[src/adc_framer_pkg.sv]
// Constants, field layouts and tag decoding for the external message framer
package adc_framer_pkg;

    ////////////////////////////////////////////////////////////////////////////
    // Command word layout, bit 31 is the first header bit
    localparam int CMD_W = 32;
    localparam int CMD_EOQ_BIT = 31;
    localparam int CMD_PAUSE_BIT = 30;
    localparam int CMD_ABORT_BIT = 27;
    localparam int CMD_EXTBUF_BIT = 26;
    localparam int CMD_BUFNUM_BIT = 25;

    ////////////////////////////////////////////////////////////////////////////
    // Serial message layout, bit 25 goes out first
    localparam int MSG_W = 26;
    localparam int MSG_CNT_W = 5;
    localparam logic [MSG_CNT_W-1:0] MSG_LAST = 5'h19;
    localparam int TAG_HI = 23;
    localparam int TAG_LO = 20;
    localparam int BUSY0_HI = 19;
    localparam int BUSY0_LO = 18;
    localparam int BUSY1_HI = 17;
    localparam int BUSY1_LO = 16;
    localparam int RESULT_HI = 15;
    localparam int RESULT_W = 16;

    ////////////////////////////////////////////////////////////////////////////
    // Tag and busy codes
    localparam logic [3:0] TAG_LAST_RESULT = 4'h5;
    localparam logic [3:0] TAG_NULL = 4'h8;
    localparam logic [3:0] TAG_CUST_A = 4'h9;
    localparam logic [3:0] TAG_CUST_B = 4'hA;
    localparam logic [1:0] BUSY_STOP = 2'h3;
    localparam logic [2:0] TOP_FIFO = 3'h0;

    ////////////////////////////////////////////////////////////////////////////
    // Register map, byte addresses
    localparam int ADDR_W = 4;
    localparam logic [ADDR_W-1:0] REG_CONTROL = 4'h0;
    localparam logic [ADDR_W-1:0] REG_NULL_FORMAT = 4'h4;
    localparam logic [ADDR_W-1:0] REG_STATUS = 4'h8;
    localparam logic [ADDR_W-1:0] REG_RESULT = 4'hC;
    localparam int CTRL_ENABLE_BIT = 0;
    localparam logic [31:0] CONTROL_RESET = 32'h0000_0000;
    localparam logic [MSG_W-1:0] NULL_FORMAT_RESET = 26'h000_0000;
    localparam logic [1:0] BUF_FULL_RESET = 2'h3;

    ////////////////////////////////////////////////////////////////////////////
    // Tag decoding
    function automatic logic tag_is_result(input logic [3:0] tag);
        return tag <= TAG_LAST_RESULT;
    endfunction

    function automatic logic tag_is_null(input logic [3:0] tag);
        return (tag == TAG_NULL) || (tag == TAG_CUST_A) || (tag == TAG_CUST_B);
    endfunction

endpackage

[src/message_shifter.sv]
// Serial shifter for one 26-bit outgoing and one 26-bit incoming message
`timescale 1ns/1ps
module message_shifter
    import adc_framer_pkg::*;
(
    // Clock, reset, enable
    input wire logic i_sys_clk,
    input wire logic i_rst,
    input wire logic i_clk_en,
    // Control
    input wire logic i_start,
    input wire logic [MSG_W-1:0] i_tx_word,
    input wire logic i_abort,
    output logic o_busy,
    output logic o_active,
    output logic o_done,
    // Received message
    output logic o_rx_valid,
    output logic [MSG_W-1:0] o_rx_word,
    // Link pins
    output logic o_sdo,
    output logic o_frame,
    input wire logic i_sdi
);

    logic [MSG_W-1:0] tx_shift;
    logic [MSG_CNT_W-1:0] tx_count;
    logic [MSG_CNT_W-1:0] rx_count;
    logic [1:0] frame_pipe;
    logic sdi_meta;
    logic sdi_sync;

    ////////////////////////////////////////////////////////////////////////////
    // Busy until the delayed receive window has closed
    assign o_busy = o_frame | (|frame_pipe);
    assign o_active = o_frame;
    assign o_sdo = tx_shift[MSG_W-1];

    // Two-stage input synchroniser
    always_ff @(posedge i_sys_clk)
    begin
        if (i_rst)
        begin
            sdi_meta <= 1'b0;
            sdi_sync <= 1'b0;
        end
        else if (i_clk_en)
        begin
            sdi_meta <= i_sdi;
            sdi_sync <= sdi_meta;
        end
    end

    // Transmit side, header never reaches this shifter
    always_ff @(posedge i_sys_clk)
    begin
        if (i_rst)
        begin
            tx_shift <= '0;
            tx_count <= '0;
            o_frame <= 1'b0;
            o_done <= 1'b0;
        end
        else if (i_clk_en)
        begin
            o_done <= 1'b0;
            if (i_abort)
            begin
                o_frame <= 1'b0;
                tx_count <= '0;
            end
            else if (i_start && !o_busy)
            begin
                tx_shift <= i_tx_word; // see [RQ7]
                tx_count <= '0;
                o_frame <= 1'b1;
            end
            else if (o_frame)
            begin
                tx_shift <= {tx_shift[MSG_W-2:0], 1'b0};
                tx_count <= tx_count + 5'h01;
                if (tx_count == MSG_LAST)
                begin
                    o_frame <= 1'b0;
                    o_done <= 1'b1;
                end
            end
        end
    end

    // Receive side, window delayed to match the synchroniser
    always_ff @(posedge i_sys_clk)
    begin
        if (i_rst)
        begin
            frame_pipe <= '0;
            rx_count <= '0;
            o_rx_word <= '0;
            o_rx_valid <= 1'b0;
        end
        else if (i_clk_en)
        begin
            o_rx_valid <= 1'b0;
            if (i_abort)
            begin
                frame_pipe <= '0;
                rx_count <= '0;
            end
            else
            begin
                frame_pipe <= {frame_pipe[0], o_frame};
                if (frame_pipe[1])
                begin
                    o_rx_word <= {o_rx_word[MSG_W-2:0], sdi_sync};
                    rx_count <= (rx_count == MSG_LAST) ? 5'h00 : rx_count + 5'h01;
                    o_rx_valid <= (rx_count == MSG_LAST); // see [RQ8]
                end
            end
        end
    end

endmodule

[src/adc_external_message_framer.sv]
// Command, result and null message framer for an external converter link
// Functional notes
// [RQ1] End of queue clears the transfer counter
// [RQ2] Pause enters wait-for-trigger in edge modes
// [RQ3] Pause with end of queue acts as end
// [RQ4] Abort: nulls by any, commands by top FIFO
// [RQ5] External commands carry the buffer select set
// [RQ6] Buffer number picks external buffer zero or one
// [RQ7] Only buffer number and command are shifted
// [RQ8] Decode tag, two busy fields and result
// [RQ9] Result tags push only the 16-bit result
// [RQ10] Null tag never reaches a result FIFO
// [RQ11] Busy code three forbids sending, others allow
// [RQ12] Device reports do-not-send when buffer full
// [RQ13] Intermediate busy codes both mean send
// [RQ14] Both buffers treated full after reset
// [RQ15] Null sent when enabled and nothing sendable
// [RQ16] Null message is the programmed pattern
// [RQ17] Null replies carry null tag and busy
// [RQ18] Tags zero to five route to FIFOs
// [RQ19] Customer tags handled as null messages
// [RQ20] Reserved bits ignored for routing and busy
`timescale 1ns/1ps
module adc_external_message_framer
    import adc_framer_pkg::*;
(
    // Clock, reset, enable
    input wire logic i_sys_clk,
    input wire logic i_rst,
    input wire logic i_clk_en,
    // Avalon-MM register slave
    input wire logic [ADDR_W-1:0] i_avs_address,
    input wire logic i_avs_read,
    input wire logic i_avs_write,
    input wire logic [31:0] i_avs_writedata,
    input wire logic [3:0] i_avs_byteenable,
    output logic [31:0] o_avs_readdata,
    output logic o_avs_waitrequest,
    // Command offered by the winning triggered FIFO
    input wire logic i_cmd_valid,
    input wire logic [CMD_W-1:0] i_cmd_word,
    input wire logic [2:0] i_cmd_fifo,
    input wire logic i_cmd_edge_mode,
    output logic o_cmd_ready,
    // Transfer completion towards the FIFO control
    output logic o_xfer_done,
    output logic o_xfer_aborted,
    output logic [2:0] o_xfer_fifo,
    output logic o_end_of_queue_flag,
    output logic o_pause_flag,
    output logic o_clear_transfer_counter,
    output logic o_enter_wait_trigger,
    // Result towards the result FIFOs
    output logic o_result_valid,
    output logic [2:0] o_result_fifo,
    output logic [RESULT_W-1:0] o_result_data,
    // Serial link
    output logic o_link_sdo,
    output logic o_link_frame,
    input wire logic i_link_sdi
);

    logic serial_enable_field;
    logic [MSG_W-1:0] null_send_format_reg;
    logic [1:0] buffer_full;
    logic [1:0] busy0_raw;
    logic [1:0] busy1_raw;
    logic [3:0] last_tag;
    logic bus_ack;
    logic cur_is_null;
    logic [2:0] cur_fifo;
    logic cur_eoq;
    logic cur_pause;
    logic cur_edge;
    logic shift_busy;
    logic shift_active;
    logic shift_done;
    logic rx_valid;
    logic [MSG_W-1:0] rx_word;
    logic [3:0] rx_tag;
    logic [1:0] rx_busy0;
    logic [1:0] rx_busy1;
    logic cmd_eligible;
    logic abort_now;
    logic start_null;
    logic start_cmd;
    logic [MSG_W-1:0] tx_word;

    // Merge write data under byte enables
    function automatic logic [31:0] apply_be(input logic [31:0] old_v,
                                             input logic [31:0] new_v,
                                             input logic [3:0] be);
        logic [31:0] res;
        res = old_v;
        for (int b = 0; b < 4; b++)
        begin
            if (be[b])
            begin
                res[b*8 +: 8] = new_v[b*8 +: 8];
            end
        end
        return res;
    endfunction

    ////////////////////////////////////////////////////////////////////////////
    // Bus slave: one wait cycle, then the access completes
    assign o_avs_waitrequest = (i_avs_read | i_avs_write) & ~bus_ack;

    always_ff @(posedge i_sys_clk)
    begin
        if (i_rst)
        begin
            bus_ack <= 1'b0;
        end
        else if (i_clk_en)
        begin
            bus_ack <= (i_avs_read | i_avs_write) & ~bus_ack;
        end
    end

    // Read data prepared in the wait cycle
    always_ff @(posedge i_sys_clk)
    begin
        if (i_rst)
        begin
            o_avs_readdata <= '0;
        end
        else if (i_clk_en && i_avs_read && !bus_ack)
        begin
            unique case (i_avs_address)
                REG_CONTROL: o_avs_readdata <= {31'h0, serial_enable_field};
                REG_NULL_FORMAT: o_avs_readdata <= {6'h00, null_send_format_reg};
                REG_STATUS: o_avs_readdata <= {20'h00000, busy1_raw, busy0_raw, last_tag,
                                               cur_is_null, shift_busy, buffer_full};
                REG_RESULT: o_avs_readdata <= {16'h0000, o_result_data};
                default: o_avs_readdata <= 32'h0000_0000;
            endcase
        end
    end

    // Writable registers, taken at the completing edge
    always_ff @(posedge i_sys_clk)
    begin
        if (i_rst)
        begin
            serial_enable_field <= CONTROL_RESET[CTRL_ENABLE_BIT];
            null_send_format_reg <= NULL_FORMAT_RESET;
        end
        else if (i_clk_en && i_avs_write && bus_ack)
        begin
            if (i_avs_address == REG_CONTROL)
            begin
                serial_enable_field <= i_avs_byteenable[CTRL_ENABLE_BIT / 8]
                    ? i_avs_writedata[CTRL_ENABLE_BIT] : serial_enable_field;
            end
            if (i_avs_address == REG_NULL_FORMAT)
            begin
                null_send_format_reg <= MSG_W'(apply_be({6'h00, null_send_format_reg},
                    i_avs_writedata, i_avs_byteenable));
            end
        end
    end

    ////////////////////////////////////////////////////////////////////////////
    // Command acceptance and abort decisions
    assign cmd_eligible = serial_enable_field && i_cmd_valid
        && i_cmd_word[CMD_EXTBUF_BIT] // see [RQ5]
        && !buffer_full[i_cmd_word[CMD_BUFNUM_BIT]]; // see [RQ6] [RQ11]
    assign abort_now = cmd_eligible && i_cmd_word[CMD_ABORT_BIT] && shift_active
        && (cur_is_null || ((i_cmd_fifo == TOP_FIFO) && (cur_fifo != TOP_FIFO))); // see [RQ4]
    assign start_cmd = cmd_eligible && !shift_busy;
    assign start_null = serial_enable_field && !shift_busy && !cmd_eligible; // see [RQ15]
    assign o_cmd_ready = start_cmd;
    assign tx_word = start_cmd ? i_cmd_word[MSG_W-1:0] : null_send_format_reg; // see [RQ7] [RQ16]

    // Context of the frame in flight
    always_ff @(posedge i_sys_clk)
    begin
        if (i_rst)
        begin
            cur_is_null <= 1'b0;
            cur_fifo <= '0;
            cur_eoq <= 1'b0;
            cur_pause <= 1'b0;
            cur_edge <= 1'b0;
        end
        else if (i_clk_en && (start_cmd || start_null))
        begin
            cur_is_null <= start_null;
            cur_fifo <= i_cmd_fifo;
            cur_eoq <= start_cmd & i_cmd_word[CMD_EOQ_BIT];
            cur_pause <= start_cmd & i_cmd_word[CMD_PAUSE_BIT];
            cur_edge <= i_cmd_edge_mode;
        end
    end

    // Completion and abort pulses
    always_ff @(posedge i_sys_clk)
    begin
        if (i_rst)
        begin
            o_xfer_done <= 1'b0;
            o_xfer_aborted <= 1'b0;
            o_xfer_fifo <= '0;
            o_end_of_queue_flag <= 1'b0;
            o_pause_flag <= 1'b0;
            o_clear_transfer_counter <= 1'b0;
            o_enter_wait_trigger <= 1'b0;
        end
        else if (i_clk_en)
        begin
            o_xfer_done <= shift_done && !cur_is_null;
            o_xfer_aborted <= abort_now && !cur_is_null;
            o_xfer_fifo <= cur_fifo;
            o_end_of_queue_flag <= shift_done && !cur_is_null && cur_eoq;
            o_pause_flag <= shift_done && !cur_is_null && cur_pause; // see [RQ3]
            o_clear_transfer_counter <= shift_done && !cur_is_null && cur_eoq; // see [RQ1]
            o_enter_wait_trigger <= shift_done && !cur_is_null && cur_pause
                && cur_edge && !cur_eoq; // see [RQ2] [RQ3]
        end
    end

    ////////////////////////////////////////////////////////////////////////////
    // Serial shifter
    message_shifter u_shifter (
        .i_sys_clk(i_sys_clk),
        .i_rst(i_rst),
        .i_clk_en(i_clk_en),
        .i_start(start_cmd | start_null),
        .i_tx_word(tx_word),
        .i_abort(abort_now),
        .o_busy(shift_busy),
        .o_active(shift_active),
        .o_done(shift_done),
        .o_rx_valid(rx_valid),
        .o_rx_word(rx_word),
        .o_sdo(o_link_sdo),
        .o_frame(o_link_frame),
        .i_sdi(i_link_sdi)
    );

    ////////////////////////////////////////////////////////////////////////////
    // Returning message fields, top two bits unused
    assign rx_tag = rx_word[TAG_HI:TAG_LO]; // see [RQ8] [RQ20]
    assign rx_busy0 = rx_word[BUSY0_HI:BUSY0_LO];
    assign rx_busy1 = rx_word[BUSY1_HI:BUSY1_LO];

    // Buffer availability, only well-tagged messages count
    always_ff @(posedge i_sys_clk)
    begin
        if (i_rst)
        begin
            buffer_full <= BUF_FULL_RESET; // see [RQ14]
            busy0_raw <= BUSY_STOP;
            busy1_raw <= BUSY_STOP;
            last_tag <= TAG_NULL;
        end
        else if (i_clk_en && rx_valid)
        begin
            last_tag <= rx_tag;
            if (tag_is_result(rx_tag) || tag_is_null(rx_tag)) // see [RQ19] [RQ20]
            begin
                buffer_full[0] <= (rx_busy0 == BUSY_STOP); // see [RQ11] [RQ13]
                buffer_full[1] <= (rx_busy1 == BUSY_STOP);
                busy0_raw <= rx_busy0;
                busy1_raw <= rx_busy1;
            end
        end
    end

    // Result routing to result FIFOs
    always_ff @(posedge i_sys_clk)
    begin
        if (i_rst)
        begin
            o_result_valid <= 1'b0;
            o_result_fifo <= '0;
            o_result_data <= '0;
        end
        else if (i_clk_en)
        begin
            o_result_valid <= rx_valid && tag_is_result(rx_tag); // see [RQ9] [RQ10] [RQ18]
            if (rx_valid && tag_is_result(rx_tag))
            begin
                o_result_fifo <= rx_tag[2:0]; // see [RQ18]
                o_result_data <= rx_word[RESULT_HI:0]; // see [RQ9]
            end
        end
    end
endmodule

[config.mk]
export PLATFORM = sky130hd
export DESIGN_NAME = adc_external_message_framer
export DESIGN_NICKNAME = d
export VERILOG_FILES = /design/src/adc_framer_pkg.sv /design/src/message_shifter.sv /design/src/adc_external_message_framer.sv
export SDC_FILE = /design/constraint.sdc
export NUM_CORES = 1
export LEC_CHECK = 0
export ABC_AREA = 1
export BUFFER_PORTS_ARGS = -buffer_cell sky130_fd_sc_hd__buf_2
export CORE_MARGIN = 2
export CORE_UTILIZATION = 45
export DETAILED_ROUTE_END_ITERATION = 7
export PLACE_DENSITY_LB_ADDON = 0.3
export RECOVER_POWER = 100
export SLEW_MARGIN = 20
export SYNTH_ARGS = -nofsm -noshare
export SYNTH_HDL_FRONTEND = slang
export SYNTH_SLANG_ARGS = --single-unit
export TNS_END_PERCENT = 100
[constraint.sdc]
create_clock -name i_sys_clk -period 1.62 [get_ports i_sys_clk]
set_clock_uncertainty 0.05 [all_clocks]
set_input_delay 0.162 -clock i_sys_clk [delete_from_list [all_inputs] [get_ports i_sys_clk]]
set_output_delay 0.162 -clock i_sys_clk [all_outputs]
set_load 0.05 [all_outputs]
# --- Word-level counts from Yosys, hierarchy flattened ---
# Index checks and enable logic that the tools add are counted.
# W data, S select, Z words.
classes:
  addsub: 2
  n_mul: 0
  n_div: 0
  magnitude_cmp: 2
  n_eq_ne: 10
  shifts: 0
  n_mux: 23
  n_bitwise: 8
  reduce_logical: 53
op_table:
  columns: ["cell", "count"]
  rows:
  - ["$pmux W26 S4", 1]
  - ["$mux W26", 3]
  - ["$mux W5", 6]
  - ["$logic_and A1 B1 Y1", 24]
  - ["$reduce_and A3 Y1", 7]
  - ["$eq A4 B4 Y1 const B", 5]
  - ["$mux W1", 12]
  - ["$add A5 B1 Y5 const B", 2]
  - ["$eq A5 B5 Y1 const B", 2]
  - ["$reduce_and A2 Y1", 4]
  - ["$logic_not A1 Y1", 6]
  - ["$reduce_bool A3 Y1", 2]
  - ["$logic_or A1 B1 Y1", 5]
  - ["$eq A2 B2 Y1 const B", 2]
  - ["$eq A4 B3 Y1 const B", 1]
  - ["$le A4 B3 Y1 const B", 1]
  - ["$logic_not A4 Y1", 1]
  - ["$reduce_bool A2 Y1", 2]
  - ["$and A1 B1 Y1", 3]
  - ["$logic_not A3 Y1", 1]
  - ["$or A1 B1 Y1", 3]
  - ["$lt A1 B2 Y1 const B", 1]
  - ["$mux W2", 1]
  - ["$not A1 Y1", 2]
  - ["$reduce_or A2 Y1", 1]
word_totals:
  ff_bits: 172
  latchBits: 0
  ram_bits: 0
  rom_bits: 0
  in_bits: 83
  output_inout_bits: 65
  word_cells: 133
  n_memories: 0

# --- Longest topological paths before layout ---
depth:
  depth_word: 10
  ltp_mapped: 12
  mapped_depth_nobuf: 10

# --- By module ---
# A second synthesis with hierarchy kept.
unflattened:
  cells_unflattened: 1101
  area_unflattened_um2: 7505.9
modules_own_cells:
  columns: ["mod", "instances", "cells_each", "area_per_inst_um2", "seq_area_each_um2"]
  rows:
  - ["adc_external_message_framer", 1, 620, 4366.7, 1981.9]
  - ["message_shifter", 1, 481, 3139.3, 1381.3]

# --- Least setup slack after synthesis ---
# OpenSTA, ideal clock, no wires.
synth_path:
  path_type: "reg2reg"
  startpoint: "reg u_shifter.o_frame, in the netlist u_shifter.o_active"
  endpoint: "reg u_shifter.o_rx_word[13]"
  setup_time_ns: 0.068
  arrival_time_ns: 1.717
  required_time_ns: 1.502
  slack_ns: -0.214
  path_stages_with_launch: 9
  n_path_buf: 2
  period_less_slack_ns: 1.834
  path_cell_list: "dfxtp_1 -> nand2_1 -> nor3_4 -> nand2_4 -> nand3_2 -> buf_6 -> buf_12 -> nand2_1 -> a21oi_2"
synth_between:
  elab_chain_cells: 4
synth_lines:
  columns: ["item", "line_no", "rtl"]
  rows:
  - ["start, declared", "message_shifter.sv:22", "output logic o_frame,"]
  - ["start signal, assigned", "message_shifter.sv:61", "o_frame <= 1'b0;"]
  - ["start signal, assigned", "message_shifter.sv:69", "o_frame <= 1'b0;"]
  - ["start signal, assigned", "message_shifter.sv:76", "o_frame <= 1'b1;"]
  - ["$logic_and A1 B1 Y1", "adc_external_message_framer.sv:169", "assign abort_now = cmd_eligible && i_cmd_word[CMD_ABORT_BIT] && shift_active"]
  - ["$logic_and A1 B1 Y1", "adc_external_message_framer.sv:170", "&& (cur_is_null || ((i_cmd_fifo == TOP_FIFO) && (cur_fifo != TOP_FIFO)));"]
  - ["$not A1 Y1 (no line)", null, null]
  - ["$reduce_and A3 Y1 (no line)", null, null]
  - ["end signal, assigned", "message_shifter.sv:114", "o_rx_word <= {o_rx_word[MSG_W-2:0], sdi_sync};"]
  - ["end, declared", "message_shifter.sv:19", "output logic [MSG_W-1:0] o_rx_word,"]
# No other way between the ends.
# A chain may end at the register's enable or synchronous reset.

# --- Worst setup path after layout ---
layout_path:
  startpoint: "reg u_shifter.o_frame, in the netlist u_shifter.o_active"
  endpoint: "reg u_shifter.tx_shift[11]"
layout_between:
  elab_chain_cells: 8
  elab_cells_between_ends: 14
  classes_between: "2 x mux; 3 x bitwise; 9 x reduce/logical"
layout_lines:
  columns: ["item", "line_no", "rtl"]
  rows:
  - ["$or A1 B1 Y1", "message_shifter.sv:35", "assign o_busy = o_frame | (|frame_pipe);"]
  - ["$logic_not A1 Y1", "message_shifter.sv:72, adc_external_message_framer.sv:171, adc_external_message_framer.sv:172", null]
  - ["$logic_and A1 B1 Y1 (2 in series)", "adc_external_message_framer.sv:172", "assign start_null = serial_enable_field && !shift_busy && !cmd_eligible;"]
  - ["$or A1 B1 Y1", "adc_external_message_framer.sv:229", ".i_start(start_cmd | start_null),"]
  - ["$logic_and A1 B1 Y1", "message_shifter.sv:72", "else if (i_start && !o_busy)"]
  - ["$reduce_bool A2 Y1 (no line)", null, null]
  - ["$reduce_and A3 Y1 (no line)", null, null]
  - ["end signal, assigned", "message_shifter.sv:74", "tx_shift <= i_tx_word;"]
  - ["end signal, assigned", "message_shifter.sv:80", "tx_shift <= {tx_shift[MSG_W-2:0], 1'b0};"]
  - ["end, declared", "message_shifter.sv:26", "logic [MSG_W-1:0] tx_shift;"]
# Parallel ways exist; a longest one is shown, timed or not.

==> flow_summary.toml <==
[floorplanning]
io_pins = 148
die_w_um = 132.6
die_area_sq_um = 17580
start_util_pct = 45.52
die_h_um = 132.6
coreArea_sq_um = 16350
row_count = 47

[global_routing]
grt_pass1_wl_um = 32400
grt_max_degree = 63
first_global_vias = 6500
antenna_found_initial = 0
grt_usage_pct = 22.86
grt_overflow = 0

[placement]
place_hpwl_um = 13550
dp.cells = 1372
gp_congestion = 0.8505
portBuffers = 133
dpl_cell_area_sq_um = 8389

[sta]
timing.final.ws_setup_ps = -12.58
period_share_pct = 100.8
period_minus_slack_ps = 1633
fmaxAchievable_mhz = 612.5
setup_viol = 2
hold_viol_final = 0
tightest_slew_ps = 740.7
relSlewSlack_pct = 50.62
rsz0062_at_grt = "true"
hold_slack_ps = 8.611
drv_slew = 0

[routing]
vias = 7324
highest_layer = "met4"
dr_wl_met3_um = 1086
wl_met2_um = 9661
first_pass_iters = 5
finalWirelength_um = 20940
dr.first_iter.drc_count = 573
final_antenna_net_count = 0
viasPerCell = 4.999
wl_met1_um = 9681
drc_errors = 0
wire_per_inst_um = 14.30

[job]
cap_violations = 0

[synth]
ys_types = 38
seq_area_frac_synth_pct = 44.66
synth_top_flop_cell = "dfxtp_1"
ys_ff_latch = 166
yosys.area.top_type = "dfxtp_1"
synth_top_cells_by_count = "260 x nand2_1, 166 x dfxtp_1, 121 x nor2_1"
synth_area_leaders = "dfxtp_1 45%, nand2_1 13%, nor2_1 6.1%"
synth_top_area_share_pct = 44.66
yosysMostFrequentCell = "nand2_1"
netlist_area_sq_um = 7441
synth_edf_count = 0
synthCells = 1045
ys_warn_count = 0
syn_area_per_cell_sq_um = 7.120
synthArstFlopShare_pct = 0

[clock_network]
cts_htree_levels = 4
clk_latency_ps = 430
clockBufferDepth = 2
clock_sinks = 166
cts_root_buffer = "clkbuf_16"
path_clk_slew_ps = 60
cts_tree = "yes"
cts-buffers-inserted = 17

[worst_hold_path]
whs_path_depth = 5
timing.hold.worst.class = "input port to flip-flop"
whs_endpoint = "u_shifter.tx_shift[19]$_SDFFE_PP0P_"
min_from = "i_cmd_word[19]"

[run_status]
violations = "setup timing"
status = "finished with violations"

[power_and_ir_drop]
fin_total_pwr_w = 0.008667
clkPwrFrac_pct = 45.7
p_sw_w = 0.002049
power_frac_comb_pct = 6.8
power_density_nw_per_um2 = 886.9
vdd_drop_max_mv = 0.7480
sequentialPowerShare_pct = 47.6
swShare_pct = 23.65
internal_power_w = 0.006618
power_leakage_nw = 4.342

[critical_path]
cp_max_fo = 8
reg2reg_depth = 11
worstSetupPathType = "flip-flop to flip-flop"
rrSetupSlack_ps = -10
crit-reg2reg-launch = "u_shifter.o_active$_SDFFE_PP0P_"
arrival_ps = 1940
crit_path_end_kind = "flip-flop"
required_ps = 1930
critPathLaunchType = "flip-flop"
r2r_end = "u_shifter.tx_shift[11]$_SDFFE_PP0P_"

[cells_and_area]
n_antenna_cell = 0
layoutNonFillerInstCount = 1465
final_net_count = 1319
area_growth_pct = 31.33
drive_above_1_share_pct = 24.18
postLayoutCoreUtil_pct = 59.77
postLayoutCellArea_sq_um = 9772
fillers = 1515
[layer usage]
layer  up-vias  GRT usage (%)
li1       3739              -
met1      3342          31.66
met2       207          34.69
met3        36          4.559
met4         0          9.857
met5         -              0
[power by group through the flow]
stage                     combinational [W]  sequential, W  clock [W]
after floorplan                    0.000239        0.00429          0
after global placement             0.000499        0.00422          0
after detailed placement           0.000500        0.00422          0
after CTS                          0.000572        0.00412    0.00402
after global routing               0.000631        0.00412    0.00419
final                              0.000587        0.00412    0.00396
[cells by family (layout without fill, tap and decap cells)]
logic type / count (synthesis) / count (layout) / synth area share [%]
xor+xnor: 3 / 3 / 0.3532
fa+ha+maj: 4 / 4 / 0.6726
buf+inv: 178 / 373 / 10.86
compound gates: 201 / 201 / 15.10
other cells: 1 / 6 / 0.05040
flops: 166 / 166 / 44.66
simple gates: 492 / 492 / 28.30
[critical path: stages, from the launching register on]
cell and delay, ps:
dfxtp_4 350, nor2_4 100, nand2_2 70, buf_6 120
nor2_4 110, nand2_2 90, nand2_4 150, nand2_8 120
clkbuf_16 190, nand2_2 50, nand2_1 40, nor2_1 110
[final cells by class]
cell class	instances	area (sq um)	share of cell area (%)
clock buffer	23	488.0	4.994
sequential	166	3332	34.10
timing repair buffer	229	1718	17.58
tap	220	275.3	2.817
clock inverter	9	92.59	0.9475
multi-input combinational	706	3446	35.26
inverter	112	420.4	4.302
[stage by stage]
stage          setup slack, ps  setup TNS (ps)
6_report                -12.58          -15.25
3_3_place_gp             84.50               0
4_1_cts                  7.428               0
5_1_grt                 -83.76           -2020
2_1_floorplan            13.76               0
3_5_place_dp             53.20               0
[worst max-delay path by stage]
stage                                               start                                    end  slack (ps)  depth (start not counted)
final                     u_shifter.o_active$_SDFFE_PP0P_    u_shifter.tx_shift[11]$_SDFFE_PP0P_         -10                         11
after global placement                           i_clk_en  null_send_format_reg[11]$_SDFFE_PP0P_          80                          7
after CTS                     buffer_full[0]$_SDFFE_PP1P_                            o_cmd_ready           7                          7
after floorplan           u_shifter.o_active$_SDFFE_PP0P_   u_shifter.o_rx_word[13]$_SDFFE_PP0P_          10                          8
after global routing      u_shifter.o_active$_SDFFE_PP0P_    u_shifter.tx_shift[13]$_SDFFE_PP0P_         -80                         11
after detailed placement                         i_clk_en  null_send_format_reg[11]$_SDFFE_PP0P_          50                          7
[cells in the final DEF (no fill, tap or decap), drive strengths merged]
cell type	n
a21oi	98
nor3	6
clkbuf	29
inv	113
dlygate4sd3	35
o211ai	25
clkinv	7
nor2	124
conb	6
nand3	55
o21ai	72
a32oi	1
o22ai	2
nand4	30
xnor2	1
or2	1
o21a	1
ha	4
bufinv	1
dfxtp	166
a211oi	2
buf	188
xor2	2
nand2	276
[what timing repair did]
action	CTS	global route
hold buffers	35	0
gates resized for setup	15	31
gates cloned	0	7
buffers inserted	9	10
hold endpoints to repair	36	0
pin swaps	6	10
setup endpoints to repair	1	77
No activity file was read; power rests on OpenSTA's default activity.
